## config.mk

```make
export PLATFORM = sky130hd
export DESIGN_NAME = pit_top
export DESIGN_NICKNAME = d
export VERILOG_FILES = /design/src/pit_pkg.sv /design/src/pit_chan_ctr.sv /design/src/pit_top.sv
export VERILOG_INCLUDE_DIRS = /design/src
export SDC_FILE = /design/constraint.sdc
export NUM_CORES = 1
export LEC_CHECK = 0
export BUFFER_PORTS_ARGS = -buffer_cell sky130_fd_sc_hd__buf_2
export CORE_MARGIN = 2
export CORE_UTILIZATION = 25
export CTS_BUF_LIST = sky130_fd_sc_hd__clkbuf_4 sky130_fd_sc_hd__clkbuf_8
export DETAILED_ROUTE_END_ITERATION = 6
export PLACE_DENSITY_LB_ADDON = 0.2
export SYNTH_ARGS = -nofsm -noshare
export SYNTH_HDL_FRONTEND = slang
export SYNTH_SLANG_ARGS = --single-unit
export TNS_END_PERCENT = 50
```

## constraint.sdc

```tcl
create_clock -name mclk -period 7.2 [get_ports mclk]
set_clock_uncertainty 0.15 [all_clocks]
set_input_delay 1.44 -clock mclk [delete_from_list [all_inputs] [get_ports mclk]]
set_output_delay 1.44 -clock mclk [all_outputs]
set_load 0.01 [all_outputs]
```

## src/pit_regs.svh

```systemverilog
`ifndef PIT_REGS_SVH
`define PIT_REGS_SVH

// ----------------------------------------------------------------
// sizes
// ----------------------------------------------------------------
`define PIT_NCH 4
`define PIT_NMT 2
`define PIT_CW 16
`define PIT_MW 8
`define PIT_DW 32
`define PIT_AW 8
`define PIT_BEW 4
`define PIT_BW 8

// ----------------------------------------------------------------
// byte offsets
// ----------------------------------------------------------------
`define PIT_OFF_CTRL 8'h00
`define PIT_OFF_CHEN 8'h04
`define PIT_OFF_MUX 8'h08
`define PIT_OFF_IRQEN 8'h0c
`define PIT_OFF_FLAG 8'h10
`define PIT_OFF_STAT 8'h14
`define PIT_OFF_MLD0 8'h18
`define PIT_OFF_LD0 8'h20
`define PIT_OFF_CNT0 8'h30
`define PIT_STRIDE 8'h04

// ----------------------------------------------------------------
// fields and values
// ----------------------------------------------------------------
`define PIT_CTRL_EN 0
`define PIT_CTRL_MFL 8
`define PIT_CTRL_CFL 16
`define PIT_STAT_MACT 0
`define PIT_STAT_CACT 8
`define PIT_RST_CNT 16'h0000
`define PIT_RST_MCNT 8'h00
`define PIT_RST_CH 4'h0
`define PIT_RST_WORD 32'h0000_0000
`define PIT_C1 16'h0001
`define PIT_M1 8'h01
`endif

```

## src/pit_pkg.sv

```systemverilog
`default_nettype none
`include "pit_regs.svh"
package pit_pkg;
  typedef logic [`PIT_CW-1:0] pit_cnt_t;
  typedef logic [`PIT_MW-1:0] pit_mcnt_t;
  typedef logic [`PIT_NCH-1:0] pit_ch_t;
  typedef logic [`PIT_DW-1:0] pit_word_t;
  typedef enum logic {pit_bus_idle, pit_bus_ack} pit_bus_e;
endpackage : pit_pkg
`default_nettype wire

```

## src/pit_chan_ctr.sv

```systemverilog
`default_nettype none
`include "pit_regs.svh"
module pit_chan_ctr import pit_pkg::*; (
  // clock and reset
  input wire logic mclk,
  input wire logic rst_n,
  // control
  input wire logic act,
  input wire logic tick,
  input wire logic force_ld,
  input wire pit_cnt_t load_val,
  // state
  output pit_cnt_t cnt,
  output logic timeout
);

  // ----------------------------------------------------------------
  // counter
  // ----------------------------------------------------------------
  logic act_r;
  pit_cnt_t cnt_r;
  pit_cnt_t cnt_nxt;
  wire start = act & ~act_r;
  wire at_zero = (cnt_r == `PIT_RST_CNT);
  wire step = act & tick & ~force_ld & ~start;

  assign timeout = step & at_zero;
  assign cnt = cnt_r;

  always_comb begin
    if (force_ld || start) begin
      cnt_nxt = load_val;
    end else if (step && at_zero) begin
      cnt_nxt = load_val;
    end else if (step) begin
      cnt_nxt = cnt_r - `PIT_C1;
    end else begin
      cnt_nxt = cnt_r;
    end
  end

  always_ff @(posedge mclk or negedge rst_n) begin
    if (!rst_n) begin
      cnt_r <= `PIT_RST_CNT;
      act_r <= 1'b0;
    end else begin
      cnt_r <= cnt_nxt;
      act_r <= act;
    end
  end

endmodule : pit_chan_ctr
`default_nettype wire

```

## src/pit_top.sv

```systemverilog
// Local design decisions: the register offsets and the Avalon-MM register port.
`default_nettype none
`include "pit_regs.svh"
module pit_top import pit_pkg::*; (
  // clock and reset
  input wire logic mclk,
  input wire logic rstn,
  // avalon-mm slave
  input wire logic [`PIT_AW-1:0] avs_address,
  input wire logic avs_read,
  input wire logic avs_write,
  input wire logic [`PIT_DW-1:0] avs_writedata,
  input wire logic [`PIT_BEW-1:0] avs_byteenable,
  output logic [`PIT_DW-1:0] avs_readdata,
  output logic avs_waitrequest,
  // interrupts
  output logic irq,
  output logic [`PIT_NCH-1:0] channel_irq,
  // hardware triggers
  output logic [`PIT_NCH-1:0] timeout_trigger_out
);

  // ----------------------------------------------------------------
  // reset release
  // ----------------------------------------------------------------
  logic rst_q1_r;
  logic rst_q2_r;

  always_ff @(posedge mclk or negedge rstn) begin
    if (!rstn) begin
      rst_q1_r <= 1'b0;
      rst_q2_r <= 1'b0;
    end else begin
      rst_q1_r <= 1'b1;
      rst_q2_r <= rst_q1_r;
    end
  end

  // only the second flop feeds the rest of the design
  wire rst_n = rst_q2_r;

  // ----------------------------------------------------------------
  // bus handshake
  // ----------------------------------------------------------------
  pit_bus_e bus_st_r;
  pit_bus_e bus_st_nxt;
  wire bus_req = avs_read | avs_write;
  wire bus_ack = (bus_st_r == pit_bus_ack);
  wire wr_go = avs_write & bus_ack;
  wire rd_cap = avs_read & ~bus_ack;

  // one wait state on every access
  assign avs_waitrequest = bus_req & ~bus_ack;

  always_comb begin
    case (bus_st_r)
      pit_bus_idle: begin
        bus_st_nxt = bus_req ? pit_bus_ack : pit_bus_idle;
      end
      pit_bus_ack: begin
        bus_st_nxt = pit_bus_idle;
      end
      default: begin
        bus_st_nxt = pit_bus_idle;
      end
    endcase
  end

  always_ff @(posedge mclk or negedge rst_n) begin
    if (!rst_n) begin
      bus_st_r <= pit_bus_idle;
    end else begin
      bus_st_r <= bus_st_nxt;
    end
  end

  // ----------------------------------------------------------------
  // byte lanes
  // ----------------------------------------------------------------
  pit_word_t be_mask;
  pit_word_t wdata_m;

  // lanes not enabled keep their old bits
  for (genvar b = 0; b < `PIT_BEW; b++) begin : g_lane
    assign be_mask[b*`PIT_BW +: `PIT_BW] = {`PIT_BW{avs_byteenable[b]}};
  end

  assign wdata_m = avs_writedata & be_mask;

  // ----------------------------------------------------------------
  // address decode
  // ----------------------------------------------------------------
  // unaligned and unlisted addresses hit nothing
  wire hit_ctrl = (avs_address == `PIT_OFF_CTRL);
  wire hit_chen = (avs_address == `PIT_OFF_CHEN);
  wire hit_mux = (avs_address == `PIT_OFF_MUX);
  wire hit_irqen = (avs_address == `PIT_OFF_IRQEN);
  wire hit_flag = (avs_address == `PIT_OFF_FLAG);
  wire hit_stat = (avs_address == `PIT_OFF_STAT);
  logic [`PIT_NMT-1:0] hit_mld;
  logic [`PIT_NCH-1:0] hit_ld;
  logic [`PIT_NCH-1:0] hit_cnt;

  for (genvar j = 0; j < `PIT_NMT; j++) begin : g_hit_m
    assign hit_mld[j] = (avs_address == `PIT_OFF_MLD0 + 8'(j) * `PIT_STRIDE);
  end

  for (genvar i = 0; i < `PIT_NCH; i++) begin : g_hit_c
    assign hit_ld[i] = (avs_address == `PIT_OFF_LD0 + 8'(i) * `PIT_STRIDE);
    assign hit_cnt[i] = (avs_address == `PIT_OFF_CNT0 + 8'(i) * `PIT_STRIDE);
  end

  wire we_ctrl = wr_go & hit_ctrl;
  wire we_chen = wr_go & hit_chen;
  wire we_mux = wr_go & hit_mux;
  wire we_irqen = wr_go & hit_irqen;
  wire we_flag = wr_go & hit_flag;

  // ----------------------------------------------------------------
  // configuration registers
  // ----------------------------------------------------------------
  logic mod_en_r;
  pit_ch_t chan_en_r;
  pit_ch_t mux_r;
  pit_ch_t irqen_r;
  pit_mcnt_t mld_r [`PIT_NMT];
  pit_cnt_t ld_r [`PIT_NCH];

  pit_word_t ctrl_rd;
  pit_word_t chen_rd;
  pit_word_t mux_rd;
  pit_word_t irqen_rd;

  assign ctrl_rd = `PIT_DW'(mod_en_r);
  assign chen_rd = `PIT_DW'(chan_en_r);
  assign mux_rd = `PIT_DW'(mux_r);
  assign irqen_rd = `PIT_DW'(irqen_r);

  wire pit_word_t ctrl_mrg = (ctrl_rd & ~be_mask) | wdata_m;
  wire pit_word_t chen_mrg = (chen_rd & ~be_mask) | wdata_m;
  wire pit_word_t mux_mrg = (mux_rd & ~be_mask) | wdata_m;
  wire pit_word_t irqen_mrg = (irqen_rd & ~be_mask) | wdata_m;

  wire mod_en_nxt = we_ctrl ? ctrl_mrg[`PIT_CTRL_EN] : mod_en_r;
  wire pit_ch_t chan_en_nxt = we_chen ? chen_mrg[`PIT_NCH-1:0] : chan_en_r;
  wire pit_ch_t mux_nxt = we_mux ? mux_mrg[`PIT_NCH-1:0] : mux_r;
  wire pit_ch_t irqen_nxt = we_irqen ? irqen_mrg[`PIT_NCH-1:0] : irqen_r;

  always_ff @(posedge mclk or negedge rst_n) begin
    if (!rst_n) begin
      mod_en_r <= 1'b0;
      chan_en_r <= `PIT_RST_CH;
      mux_r <= `PIT_RST_CH;
      irqen_r <= `PIT_RST_CH;
    end else begin
      mod_en_r <= mod_en_nxt;
      chan_en_r <= chan_en_nxt;
      mux_r <= mux_nxt;
      irqen_r <= irqen_nxt;
    end
  end

  // ----------------------------------------------------------------
  // force loads
  // ----------------------------------------------------------------
  // force loads act even while disabled
  wire [`PIT_NMT-1:0] m_force_bits = wdata_m[`PIT_CTRL_MFL +: `PIT_NMT];
  wire pit_ch_t c_force_bits = wdata_m[`PIT_CTRL_CFL +: `PIT_NCH];
  wire [`PIT_NMT-1:0] m_force = {`PIT_NMT{we_ctrl}} & m_force_bits;
  wire pit_ch_t c_force = {`PIT_NCH{we_ctrl}} & c_force_bits;

  // ----------------------------------------------------------------
  // channel activity
  // ----------------------------------------------------------------
  wire pit_ch_t chan_act = {`PIT_NCH{mod_en_r}} & chan_en_r;
  wire pit_ch_t chan_act_nxt = {`PIT_NCH{mod_en_nxt}} & chan_en_nxt;

  // ----------------------------------------------------------------
  // micro timers
  // ----------------------------------------------------------------
  logic [`PIT_NMT-1:0] m_act;
  logic [`PIT_NMT-1:0] m_act_r;
  logic [`PIT_NMT-1:0] m_tick;
  pit_mcnt_t mcnt_r [`PIT_NMT];

  for (genvar j = 0; j < `PIT_NMT; j++) begin : g_micro
    pit_ch_t sel;
    pit_mcnt_t mld_mrg;
    pit_mcnt_t mcnt_nxt;
    wire m_start = m_act[j] & ~m_act_r[j];
    wire m_zero = (mcnt_r[j] == `PIT_RST_MCNT);

    for (genvar i = 0; i < `PIT_NCH; i++) begin : g_sel
      assign sel[i] = (mux_r[i] == 1'(j));
    end

    assign m_act[j] = |(sel & chan_act);
    assign m_tick[j] = m_act[j] & m_zero & ~m_force[j] & ~m_start;
    assign mld_mrg = (mld_r[j] & ~be_mask[`PIT_MW-1:0]) | wdata_m[`PIT_MW-1:0];

    always_comb begin
      if (m_force[j] || m_start) begin
        mcnt_nxt = mld_r[j];
      end else if (m_tick[j]) begin
        mcnt_nxt = mld_r[j];
      end else if (m_act[j]) begin
        mcnt_nxt = mcnt_r[j] - `PIT_M1;
      end else begin
        mcnt_nxt = mcnt_r[j];
      end
    end

    always_ff @(posedge mclk or negedge rst_n) begin
      if (!rst_n) begin
        mcnt_r[j] <= `PIT_RST_MCNT;
        mld_r[j] <= `PIT_RST_MCNT;
        m_act_r[j] <= 1'b0;
      end else begin
        mcnt_r[j] <= mcnt_nxt;
        m_act_r[j] <= m_act[j];
        if (wr_go && hit_mld[j]) begin
          mld_r[j] <= mld_mrg;
        end
      end
    end
  end

  // ----------------------------------------------------------------
  // channel counters
  // ----------------------------------------------------------------
  pit_cnt_t cnt_w [`PIT_NCH];
  pit_ch_t tout;

  for (genvar i = 0; i < `PIT_NCH; i++) begin : g_chan
    wire ch_tick = mux_r[i] ? m_tick[1] : m_tick[0];
    pit_cnt_t ld_mrg;

    assign ld_mrg = (ld_r[i] & ~be_mask[`PIT_CW-1:0]) | wdata_m[`PIT_CW-1:0];

    always_ff @(posedge mclk or negedge rst_n) begin
      if (!rst_n) begin
        ld_r[i] <= `PIT_RST_CNT;
      end else if (wr_go && hit_ld[i]) begin
        ld_r[i] <= ld_mrg;
      end
    end

    pit_chan_ctr u_ctr (
      .mclk(mclk),
      .rst_n(rst_n),
      .act(chan_act[i]),
      .tick(ch_tick),
      .force_ld(c_force[i]),
      .load_val(ld_r[i]),
      .cnt(cnt_w[i]),
      .timeout(tout[i])
    );
  end

  // ----------------------------------------------------------------
  // time-out flags
  // ----------------------------------------------------------------
  pit_ch_t flag_r;
  wire pit_ch_t flag_clr = {`PIT_NCH{we_flag}} & wdata_m[`PIT_NCH-1:0];
  wire pit_ch_t act_fall = chan_act & ~chan_act_nxt;
  wire pit_ch_t irq_fall = irqen_r & ~irqen_nxt;
  wire pit_ch_t flag_drop = flag_clr | act_fall | irq_fall;
  // set wins over clear and over enable drop
  wire pit_ch_t flag_nxt = (flag_r & ~flag_drop) | tout;

  always_ff @(posedge mclk or negedge rst_n) begin
    if (!rst_n) begin
      flag_r <= `PIT_RST_CH;
    end else begin
      flag_r <= flag_nxt;
    end
  end

  // ----------------------------------------------------------------
  // triggers and interrupts
  // ----------------------------------------------------------------
  // one-cycle pulse on every time-out, in the cycle the flag is seen set
  pit_ch_t trig_r;

  always_ff @(posedge mclk or negedge rst_n) begin
    if (!rst_n) begin
      trig_r <= `PIT_RST_CH;
    end else begin
      trig_r <= tout;
    end
  end

  assign timeout_trigger_out = trig_r;
  assign channel_irq = flag_r & irqen_r;
  assign irq = |channel_irq;

  // ----------------------------------------------------------------
  // read data
  // ----------------------------------------------------------------
  pit_word_t stat_rd;
  pit_word_t mld_acc [`PIT_NMT+1];
  pit_word_t chn_acc [`PIT_NCH+1];
  pit_word_t rd_word;
  pit_word_t rdata_r;

  wire pit_word_t stat_m_w = `PIT_DW'(m_act) << `PIT_STAT_MACT;
  wire pit_word_t stat_c_w = `PIT_DW'(chan_act) << `PIT_STAT_CACT;
  assign stat_rd = stat_m_w | stat_c_w;
  assign mld_acc[0] = `PIT_RST_WORD;
  assign chn_acc[0] = `PIT_RST_WORD;

  for (genvar j = 0; j < `PIT_NMT; j++) begin : g_rd_m
    assign mld_acc[j+1] = mld_acc[j] | ({`PIT_DW{hit_mld[j]}} & `PIT_DW'(mld_r[j]));
  end

  for (genvar i = 0; i < `PIT_NCH; i++) begin : g_rd_c
    wire pit_word_t ld_w = {`PIT_DW{hit_ld[i]}} & `PIT_DW'(ld_r[i]);
    wire pit_word_t cnt_rw = {`PIT_DW{hit_cnt[i]}} & `PIT_DW'(cnt_w[i]);
    assign chn_acc[i+1] = chn_acc[i] | ld_w | cnt_rw;
  end

  // force bits read back as zero
  assign rd_word = ({`PIT_DW{hit_ctrl}} & ctrl_rd)
                 | ({`PIT_DW{hit_chen}} & chen_rd)
                 | ({`PIT_DW{hit_mux}} & mux_rd)
                 | ({`PIT_DW{hit_irqen}} & irqen_rd)
                 | ({`PIT_DW{hit_flag}} & `PIT_DW'(flag_r))
                 | ({`PIT_DW{hit_stat}} & stat_rd)
                 | mld_acc[`PIT_NMT]
                 | chn_acc[`PIT_NCH];

  always_ff @(posedge mclk or negedge rst_n) begin
    if (!rst_n) begin
      rdata_r <= `PIT_RST_WORD;
    end else if (rd_cap) begin
      rdata_r <= rd_word;
    end
  end

  // captured in the wait cycle, shown in the ack cycle
  assign avs_readdata = rdata_r;

endmodule : pit_top
`default_nettype wire

```

== Word level (Yosys, flattened, before mapping) ==
Index checks and enable logic that the tools add are counted.

* Shifts and indexed selects: 0
* Muxes and demuxes: 27
* Multipliers: 0
* Reductions and logical operators: 32
* Div/mod/pow operators: 0
* Bitwise gates (word level): 133
* $add $sub $neg: 6
* Equality and inequality tests: 15
* Order comparisons: 0

{| class="wikitable"
|+ Operator list
! kind !! count
|-
| $or 32x32->32 || 15
|-
| $and 32x16->32 || 8
|-
| $mux 16 || 12
|-
| $and 32x4->32 || 4
|-
| $and 16x16->16 || 4
|-
| $and 32x8->32 || 2
|-
| $eq 8x6->1 const B || 8
|-
| $logic_not 16->1 || 4
|-
| $or 16x16->16 || 4
|-
| $sub 16x1->16 const B || 4
|-
| $and 4x4->4 || 13
|-
| $mux 8 || 6
|-
| $and 1x1->1 || 37
|-
| $and 32x1->32 || 1
|-
| $and 32x12->32 || 1
|-
| $eq 8x5->1 const B || 4
|-
| $logic_not 8->1 || 3
|-
| $or 4x4->4 || 6
|-
| $not 1->1 || 23
|-
| $and 20x20->20 || 1
|-
| $reduce_bool 3->1 || 6
|-
| $and 8x8->8 || 2
|-
| $eq 8x4->1 const B || 2
|-
| $not 16->16 || 1
|-
| 14 further kinds || 42
|}

* Bits in registers: 222
* Output and inout port bits: 42
* Bits in latches: 0
* Memories kept: 0
* Bits in writable memories: 0
* Bits in read-only memories: 0
* Logic and storage cells: 241

== Depth between registers and ports, before layout ==
Gate-level depths: netlist (run 1).

* Depth after elaboration: 13
* Depth in mapped cells: 11
* Depth with buffers taken out: 8

== Hierarchy ==
A second synthesis (run 1) with hierarchy kept.

* Cells, all modules: 1252
* Area total of the unflattened synthesis: 12223.0 um^2

{| class="wikitable"
|+ Modules (own cells, without submodules)
! module !! times used !! seq. area each (um^2) !! cells an instance !! area each (um^2)
|-
| pit_top || 1 || 3453.3 || 684 || 7473.4
|-
| pit_chan_ctr || 4 || 425.4 || 142 || 1187.4
|}

== Least setup slack after synthesis (run 1) ==
OpenSTA, ideal clock, no wires.

* Path kind: input to register
* Start point: input port avs_byteenable[1]
* End point: register g_chan[0].u_ctr.cnt_r[6]
* Stages on the path: 9
* Arrival time: 3.456 ns
* Buffers on the path: 3
* Setup time: 0.124 ns
* Path slack: 3.470 ns
* Cells stage by stage: and3_1 buf_2 and4_1 or4_1 buf_2 and2_1 buf_2 o311a_1 a211o_1

* Longest elaborated chain between the ends: 12

{| class="wikitable"
|+ Ends and longest elaborated chain
! element !! RTL line !! source
|-
| from (decl) || pit_top.sv:13 || <nowiki>input wire logic [`PIT_BEW-1:0] avs_byteenable,</nowiki>
|-
| $and 20x20->20 * || pit_top.sv:88 || <nowiki>assign wdata_m = avs_writedata & be_mask;</nowiki>
|-
| $and 2x2->2 * || pit_top.sv:169 || <nowiki>wire [`PIT_NMT-1:0] m_force = {`PIT_NMT{we_ctrl}} & m_force_bits;</nowiki>
|-
| $not 1->1 || pit_top.sv:198 || <nowiki>assign m_tick[j] = m_act[j] & m_zero & ~m_force[j] & ~m_start;</nowiki>
|-
| $and 1x1->1 (2 in a row) || pit_top.sv:198 ||
|-
| $mux 1 * || pit_top.sv:235 || <nowiki>wire ch_tick = mux_r[i] ? m_tick[1] : m_tick[0];</nowiki>
|-
| $and 1x1->1 * (3 in a row) || pit_chan_ctr.sv:25 || <nowiki>wire step = act & tick & ~force_ld & ~start;</nowiki>
|-
| $logic_and 1x1->1 || pit_chan_ctr.sv:33 || <nowiki>end else if (step && at_zero) begin</nowiki>
|-
| $mux 16 || pit_chan_ctr.sv:33 ||
|-
| $mux 16 || pit_chan_ctr.sv:31 || <nowiki>if (force_ld || start) begin</nowiki>
|-
| to (signal assigned) || pit_chan_ctr.sv:44 || <nowiki>cnt_r <= `PIT_RST_CNT;</nowiki>
|-
| to (signal assigned) || pit_chan_ctr.sv:47 || <nowiki>cnt_r <= cnt_nxt;</nowiki>
|-
| to (decl) || pit_chan_ctr.sv:21 || <nowiki>pit_cnt_t cnt_r;</nowiki>
|}

Every way passes the cells marked *; elsewhere a longest branch is shown, timed or not.
A chain may end at the register's enable or synchronous reset.

== Worst setup path after layout (run 1) ==
* Start point: input port avs_address[5]
* End point: register g_chan[0].u_ctr.cnt_r[5]

* Longest elaborated chain between the ends: 13

{| class="wikitable"
|+ Ends and longest elaborated chain
! element !! RTL line !! source
|-
| from (decl) || pit_top.sv:9 || <nowiki>input wire logic [`PIT_AW-1:0] avs_address,</nowiki>
|-
| $logic_not 8->1 (no line) * || - ||
|-
| $and 1x1->1 * || pit_top.sv:113 || <nowiki>wire we_ctrl = wr_go & hit_ctrl;</nowiki>
|-
| $and 2x2->2 || pit_top.sv:169 ||
|-
| $not 1->1 || pit_top.sv:198 ||
|-
| $and 1x1->1 (2 in a row) || pit_top.sv:198 ||
|-
| $mux 1 || pit_top.sv:235 ||
|-
| $and 1x1->1 (3 in a row) || pit_chan_ctr.sv:25 ||
|-
| $logic_and 1x1->1 || pit_chan_ctr.sv:33 ||
|-
| $mux 16 || pit_chan_ctr.sv:33 ||
|-
| $mux 16 || pit_chan_ctr.sv:31 ||
|}

Marked as above.

==> run_results.csv, run 1 <==
group,metric,value,unit
run_status,outcome,"complete, no violations",
sta,clock.fmax,242.5,MHz
layout,drive_gt1_frac,0.2169,
setup_path,setup.worst_path.class,"in2reg",
floorplanning,core,0.04558,mm2
routing,drtPass1Iterations,6,
logic_synthesis,postSynthAreaPerCell,9.906,um2
power_and_ir_drop,combinationalPowerShare,0.048,
power_and_ir_drop,peakVddDrop,0.1228,mV
global_routing,grt_start_max_net_pins,68,
sta,tns,0,ns
sta,hold_viol,0,
logic_synthesis,synthArstFlopShare,1.000,
setup_path,cp.required,7.51,ns
clocking,htreeDepth,2,
routing,drt_wl_total,45840,um
logic_synthesis,synth_seq_cells,206,
layout,area_growth,15.94,%
floorplanning,initial_core_util,0.2541,
run,maxCapViolations,0,
power_and_ir_drop,p_leak,6.011,nW
clocking,ctsResizeCount,0,
layout,multi_input_area,0.005977,mm2
routing,drcViolationCount,0,
clocking,clock-sinks,206,
power_and_ir_drop,p_clk_frac,0.508,
placement,io_buffers,60,
floorplanning,die_height,219.2,um
power_and_ir_drop,seqPwrFrac,0.444,
clocking,clock_path_buffers,3,
logic_synthesis,syn-cell-area,0.01158,mm2
placement,dp_hpwl,33500,um
sta,fin_crit_sh,0.5729,
floorplanning,io_pins,90,
floorplanning,fp-row-count,78,
setup_path,cp_max_fo,19,
sta,rsz0062_at_grt,"false",
setup_path,cp.arrival,4.43,ns
setup_path,cpPeakStageDelay,0.64,ns
global_routing,grt_overflow,0,
logic_synthesis,ys_top_cells_by_area,"dfrtp_1 45%, mux2_2 8.7%, nand2_1 3.2%",
power_and_ir_drop,switchingPower,0.0006974,W
logic_synthesis,synth_edf_count,0,
power_and_ir_drop,p_int,0.002054,W
setup_path,slowest_stage,"a21o_1",
floorplanning,fp.dieW,219.2,um
placement,post-place-cells,1790,
clocking,clock_latency,0.59,ns
sta,drv_slew,0,
clocking,cts_tree,"yes",
placement,place_ws,2.535,ns
clocking,root_buffer,"clkbuf_8",
layout,ff_latch_area,0.005159,mm2
routing,route.vias.total,10500,
logic_synthesis,synth_top_area_share,0.4452,
sta,tightest_slew,1.216,ns
setup_path,worstPathCellList,"buf_2 -> or4_1 -> nor3_2 -> a21o_1 -> nor2_1 -> a32o_1 -> a311o_1",
global_routing,antenna_found_initial,0,
logic_synthesis,ys_types,79,
clocking,numCtsBuffers,41,
sta,finalSetupViolations,0,
layout,stdcell_count,1863,
logic_synthesis,ys_warn_count,0,
logic_synthesis,ys.flop_type,"dfrtp_1",
floorplanning,die-area,0.04806,mm2
logic_synthesis,syn_inst,1169,
global_routing,grt_pass1_wl,68390,um
global_routing,grt.total_usage,0.1912,
routing,ant_nets,0,
clocking,cts_hold_buf,0,
routing,vias_per_cell,5.637,
sta,fin_ws,3.075,ns
logic_synthesis,yosysTopAreaCell,"dfrtp_1",
layout,fill_cells,4761,
setup_path,start_kind,"input port",
layout,fin_nets,1289,
logic_synthesis,synth-seq-area-share,0.4452,
placement,gp_congestion,0.9080,
sta,fin_crit,4.125,ns
global_routing,first_global_vias,9984,
clocking,path_clk_slew,0.06,ns
sta,maxSlewHeadroom,0.1841,
power_and_ir_drop,swShare,0.2535,
setup_path,end_kind,"flop",
clocking,post_cts_buffers,0,
routing,wire_per_inst,24.60,um
power_and_ir_drop,power.density,204.9,mW/mm2
power_and_ir_drop,p_total,0.002751,W
routing,drtIter0Drc,1088,
worst_hold_path,hold_class,"reg2reg",
layout,diodes,0,
power groups by stage:
| stage | combinational (W) | sequential [W] | clock [W] |
|---|---|---|---|
| finish | 0.000133 | 0.00122 | 0.00140 |
| global placement | 0.000134 | 0.00124 | 0 |
| CTS | 0.000135 | 0.00122 | 0.00143 |
| global route | 0.000148 | 0.00123 | 0.00149 |
| detailed placement | 0.000134 | 0.00124 | 0 |
| floorplan | 0.0000628 | 0.00124 | 0 |
critical path, delay by kind of cell:
kind	cells	cell delay, ns
AO/OA/AOI/OAI	3	1.24
buffers and inverters	1	0.13
AND/OR/NAND/NOR	3	1.60
area by class of cell:
class | instances | share of cell area
multi-input combinational | 869 | 0.4452
sequential | 206 | 0.3842
clock buffer | 62 | 0.06030
tap | 600 | 0.05592
timing repair buffer | 84 | 0.03579
clock inverter | 11 | 0.009879
inverter | 31 | 0.008667
stage by stage:
stage,hold slack (ns),utilization,area [um2]
final,0.2008,0.2946,13430
after global routing,0.2262,0.2946,13430
after CTS,0.2046,0.2946,13430
after detailed placement,0.1926,0.2739,12480
after global placement,0.1884,0.2739,12480
after floorplan,0.1812,-,11640
worst paths after layout:
kind	start	slack (ns)	cells past startpoint	endpoint
max	avs_address[5]	3.08	7	g_chan[0].u_ctr.cnt[5]$_DFFE_PN0P_
min	rst_q1_r$_DFF_PN0_	0.20	0	rst_n$_DFF_PN0_
max reg2reg	flop	3.49	7	g_chan[0].u_ctr.cnt[15]$_DFFE_PN0P_
min reg2reg	rst_q1_r$_DFF_PN0_	0.20	0	rst_n$_DFF_PN0_
max in group asynchronous	rst_n$_DFF_PN0_	5.30	1	mcnt_r[5]$_DFFE_PN0P_
min in group asynchronous	rst_n$_DFF_PN0_	0.31	0	g_chan[0].u_ctr.cnt[14]$_DFFE_PN0P_
routing by layer:
metal / GRT usage / vias to the layer above / wire length [um]
met5: 0 / - / 0
met4: 0.06306 / 0 / 1295
met3: 0.02481 / 83 / 2909
met2: 0.2872 / 432 / 19860
met1: 0.2815 / 5355 / 21780
li1: - / 4631 / -
synth_stat cells, types with 9 or more instances:
library cell,n
dfrtp_1,206
nand2_1,100
mux2_2,89
nor2_1,80
a21oi_1,44
nor3_1,44
o21ai_0,44
clkbuf_1,41
a22oi_1,35
inv_1,30
nand3_1,29
nor4_1,26
a221o_1,20
a221oi_1,20
or3_1,19
buf_2,18
nand4_1,17
buf_4,16
a211o_1,15
or4_1,15
a211oi_1,12
and3_1,12
a222oi_1,10
a22o_1,10
a41oi_1,9
and2_1,9
and4_1,9
o211ai_1,9
cell families after synthesis:
kind of cell | synth area share
DFF | 0.4452
muxes | 0.09260
xor gates and xnor gates | 0.004538
and+or+nand+nor | 0.1908
other | 0.0006485
AOI/OAI and AO/OA | 0.2138
adders and majority gates | 0.008644
buffers and inverters | 0.04376
placed cells by master (no fill, tap or decap), types with 17 or more instances in the layout:
| master | instances |
|---|---|
| a21oi_1 | 44 |
| a221o_1 | 20 |
| a221oi_1 | 20 |
| a22oi_1 | 35 |
| buf_2 | 60 |
| buf_4 | 24 |
| clkbuf_8 | 55 |
| conb_1 | 17 |
| dfrtp_1 | 205 |
| inv_1 | 30 |
| mux2_2 | 89 |
| nand2_1 | 100 |
| nand3_1 | 29 |
| nand4_1 | 17 |
| nor2_1 | 80 |
| nor3_1 | 44 |
| nor4_1 | 26 |
| o21ai_0 | 43 |
| or3_1 | 19 |
(Power assumes the default switching activity.)
==> run 2, diff against run 1 <==
==> constraint.sdc (replaced) <==
create_clock -name mclk -period 4 [get_ports mclk]
set_clock_uncertainty 0.15 [all_clocks]
set_input_delay 0.8 -clock mclk [delete_from_list [all_inputs] [get_ports mclk]]
set_output_delay 0.8 -clock mclk [all_outputs]
set_load 0.01 [all_outputs]
==> run 2 against run 1 <==
Clock-buffer cell count down 2. Clock power is 55% higher. Combinational power rose by 88%. Critical path type is now reg2reg.
==> run_results.csv, run 2 (synthesized netlist as in run 1, its figures left out) <==
group,metric,value,unit
routing,drt_wl_total,45580,um
layout,multi_input_area,0.005977,mm2
setup_path,setup.worst_path.class,"reg2reg",
clocking,clock-sinks,206,
layout,drive_gt1_frac,0.2284,
sta,hold_viol,0,
power_and_ir_drop,p_leak,6.082,nW
clocking,numCtsBuffers,40,
sta,clock.fmax,289.4,MHz
routing,ant_nets,0,
layout,fill_cells,4815,
clocking,root_buffer,"clkbuf_8",
setup_path,cp.arrival,3.76,ns
placement,gp_congestion,0.9093,
global_routing,first_global_vias,10010,
floorplanning,die_height,219.2,um
sta,fin_crit_sh,0.8638,
routing,vias_per_cell,5.518,
placement,dp_hpwl,33810,um
layout,stdcell_count,1883,
setup_path,end_kind,"flop",
placement,post-place-cells,1813,
sta,maxSlewHeadroom,0.3951,
global_routing,grt_start_max_net_pins,62,
floorplanning,fp-row-count,78,
routing,drtPass1Iterations,6,
layout,final_util,0.2966,
routing,drcViolationCount,0,
floorplanning,core,0.04558,mm2
floorplanning,die-area,0.04806,mm2
layout,ff_latch_area,0.005159,mm2
worst_hold_path,hp-start,"rst_q1_r$_DFF_PN0_",
global_routing,grt_overflow,0,
clocking,cts_tree,"yes",
routing,drtIter0Drc,1047,
run_status,outcome,"complete, no violations",
worst_hold_path,hold_class,"reg2reg",
setup_path,cp_max_fo,13,
setup_path,start_kind,"flop",
placement,io_buffers,60,
clocking,htreeDepth,2,
floorplanning,io_pins,90,
sta,finalSetupViolations,0,
routing,wire_per_inst,24.20,um
layout,diodes,0,
clocking,clock_path_buffers,3,
power_and_ir_drop,peakVddDrop,0.2017,mV
clocking,post_cts_buffers,0,
power_and_ir_drop,power.density,342.0,mW/mm2
routing,route.vias.total,10390,
global_routing,antenna_found_initial,0,
layout,final_cell_mix,"205 x dfrtp_1, 100 x nand2_1, 89 x mux2_2",
global_routing,grt.total_usage,0.1910,
setup_path,cp.required,4.31,ns
run,maxCapViolations,0,
clocking,path_clk_slew,0.06,ns
floorplanning,fp.dieW,219.2,um
global_routing,grt_pass1_wl,68340,um
sta,fin_crit,3.455,ns
sta,tightest_slew,0.9074,ns
floorplanning,initial_core_util,0.2541,
clocking,clock_latency,0.57,ns
clocking,ctsResizeCount,0,
clocking,cts_hold_buf,1,
layout,area_growth,16.74,%
sta,tns,0,ns
sta,rsz0062_at_grt,"false",
layout,final_common_cell,"dfrtp_1",
layout,fin_nets,1312,
sta,drv_slew,0,
run 2: cell types whose count changed in the layout (fill, tap and decap cells not counted):
cell | before | now
buf_12 | 0 | 4
buf_4 | 24 | 43
bufinv_16 | 3 | 0
clkbuf_4 | 7 | 12
clkbuf_8 | 55 | 48
dlygate4sd3_1 | 0 | 1
inv_6 | 0 | 1
run 2: per-stage QoR:
step | total power, W | hold WS [ns] | setup slack (ns) | instance area [um2]
after floorplan | 0.002346 | 0.1811 | 0.4579 | 11640
after global placement | 0.002488 | 0.1870 | 0.3848 | 12710
after detailed placement | 0.002490 | 0.1864 | 0.3475 | 12710
after CTS | 0.004696 | 0.2004 | 0.5749 | 13520
after global routing | 0.004822 | 0.2099 | 0.3311 | 13520
final | 0.004624 | 0.1970 | 0.5447 | 13520
run 2: cell type report:
class                      count  share of cell area
clock inverter                 9            0.003795
clock buffer                  60             0.05553
inverter                      31            0.008608
tap                          600             0.05553
multi-input combinational    869              0.4421
timing repair buffer         108             0.05276
sequential                   206              0.3816
run 2: worst paths after layout:
kind                                                        to  cells past startpoint  slack, ns
max                        g_chan[0].u_ctr.cnt[15]$_DFFE_PN0P_                      7       0.54
min                                            rst_n$_DFF_PN0_                      0       0.20
min reg2reg                                    rst_n$_DFF_PN0_                      0       0.20
max reg2reg                g_chan[0].u_ctr.cnt[15]$_DFFE_PN0P_                      7       0.54
min in group asynchronous  g_chan[0].u_ctr.cnt[12]$_DFFE_PN0P_                      0       0.31
max in group asynchronous           asynchronous set/reset pin                      1       2.51
run 2: worst max-delay path: stages (launching register included):
cell      delay, ns
dfrtp_1        0.59
nor2b_1        0.13
o41ai_4        0.72
inv_1          0.29
nand4b_1       0.26
and2_1         0.52
o21ai_2        0.28
a221o_1        0.41
run 2: routing by layer:
metal / vias up / track usage / wire, um
li1: 4682 / - / -
met1: 5241 / 0.2801 / 21470
met2: 403 / 0.2892 / 20030
met3: 65 / 0.03216 / 3134
met4: 0 / 0.04842 / 941
met5: - / 0 / 0
run 2: power by group:
| group | switching, W | internal [W] |
|---|---|---|
| Sequential | 0.0000693 | 0.00213 |
| Clock | 0.000975 | 0.00120 |
| Combinational | 0.000161 | 0.0000894 |
| Total | 0.00121 | 0.00342 |
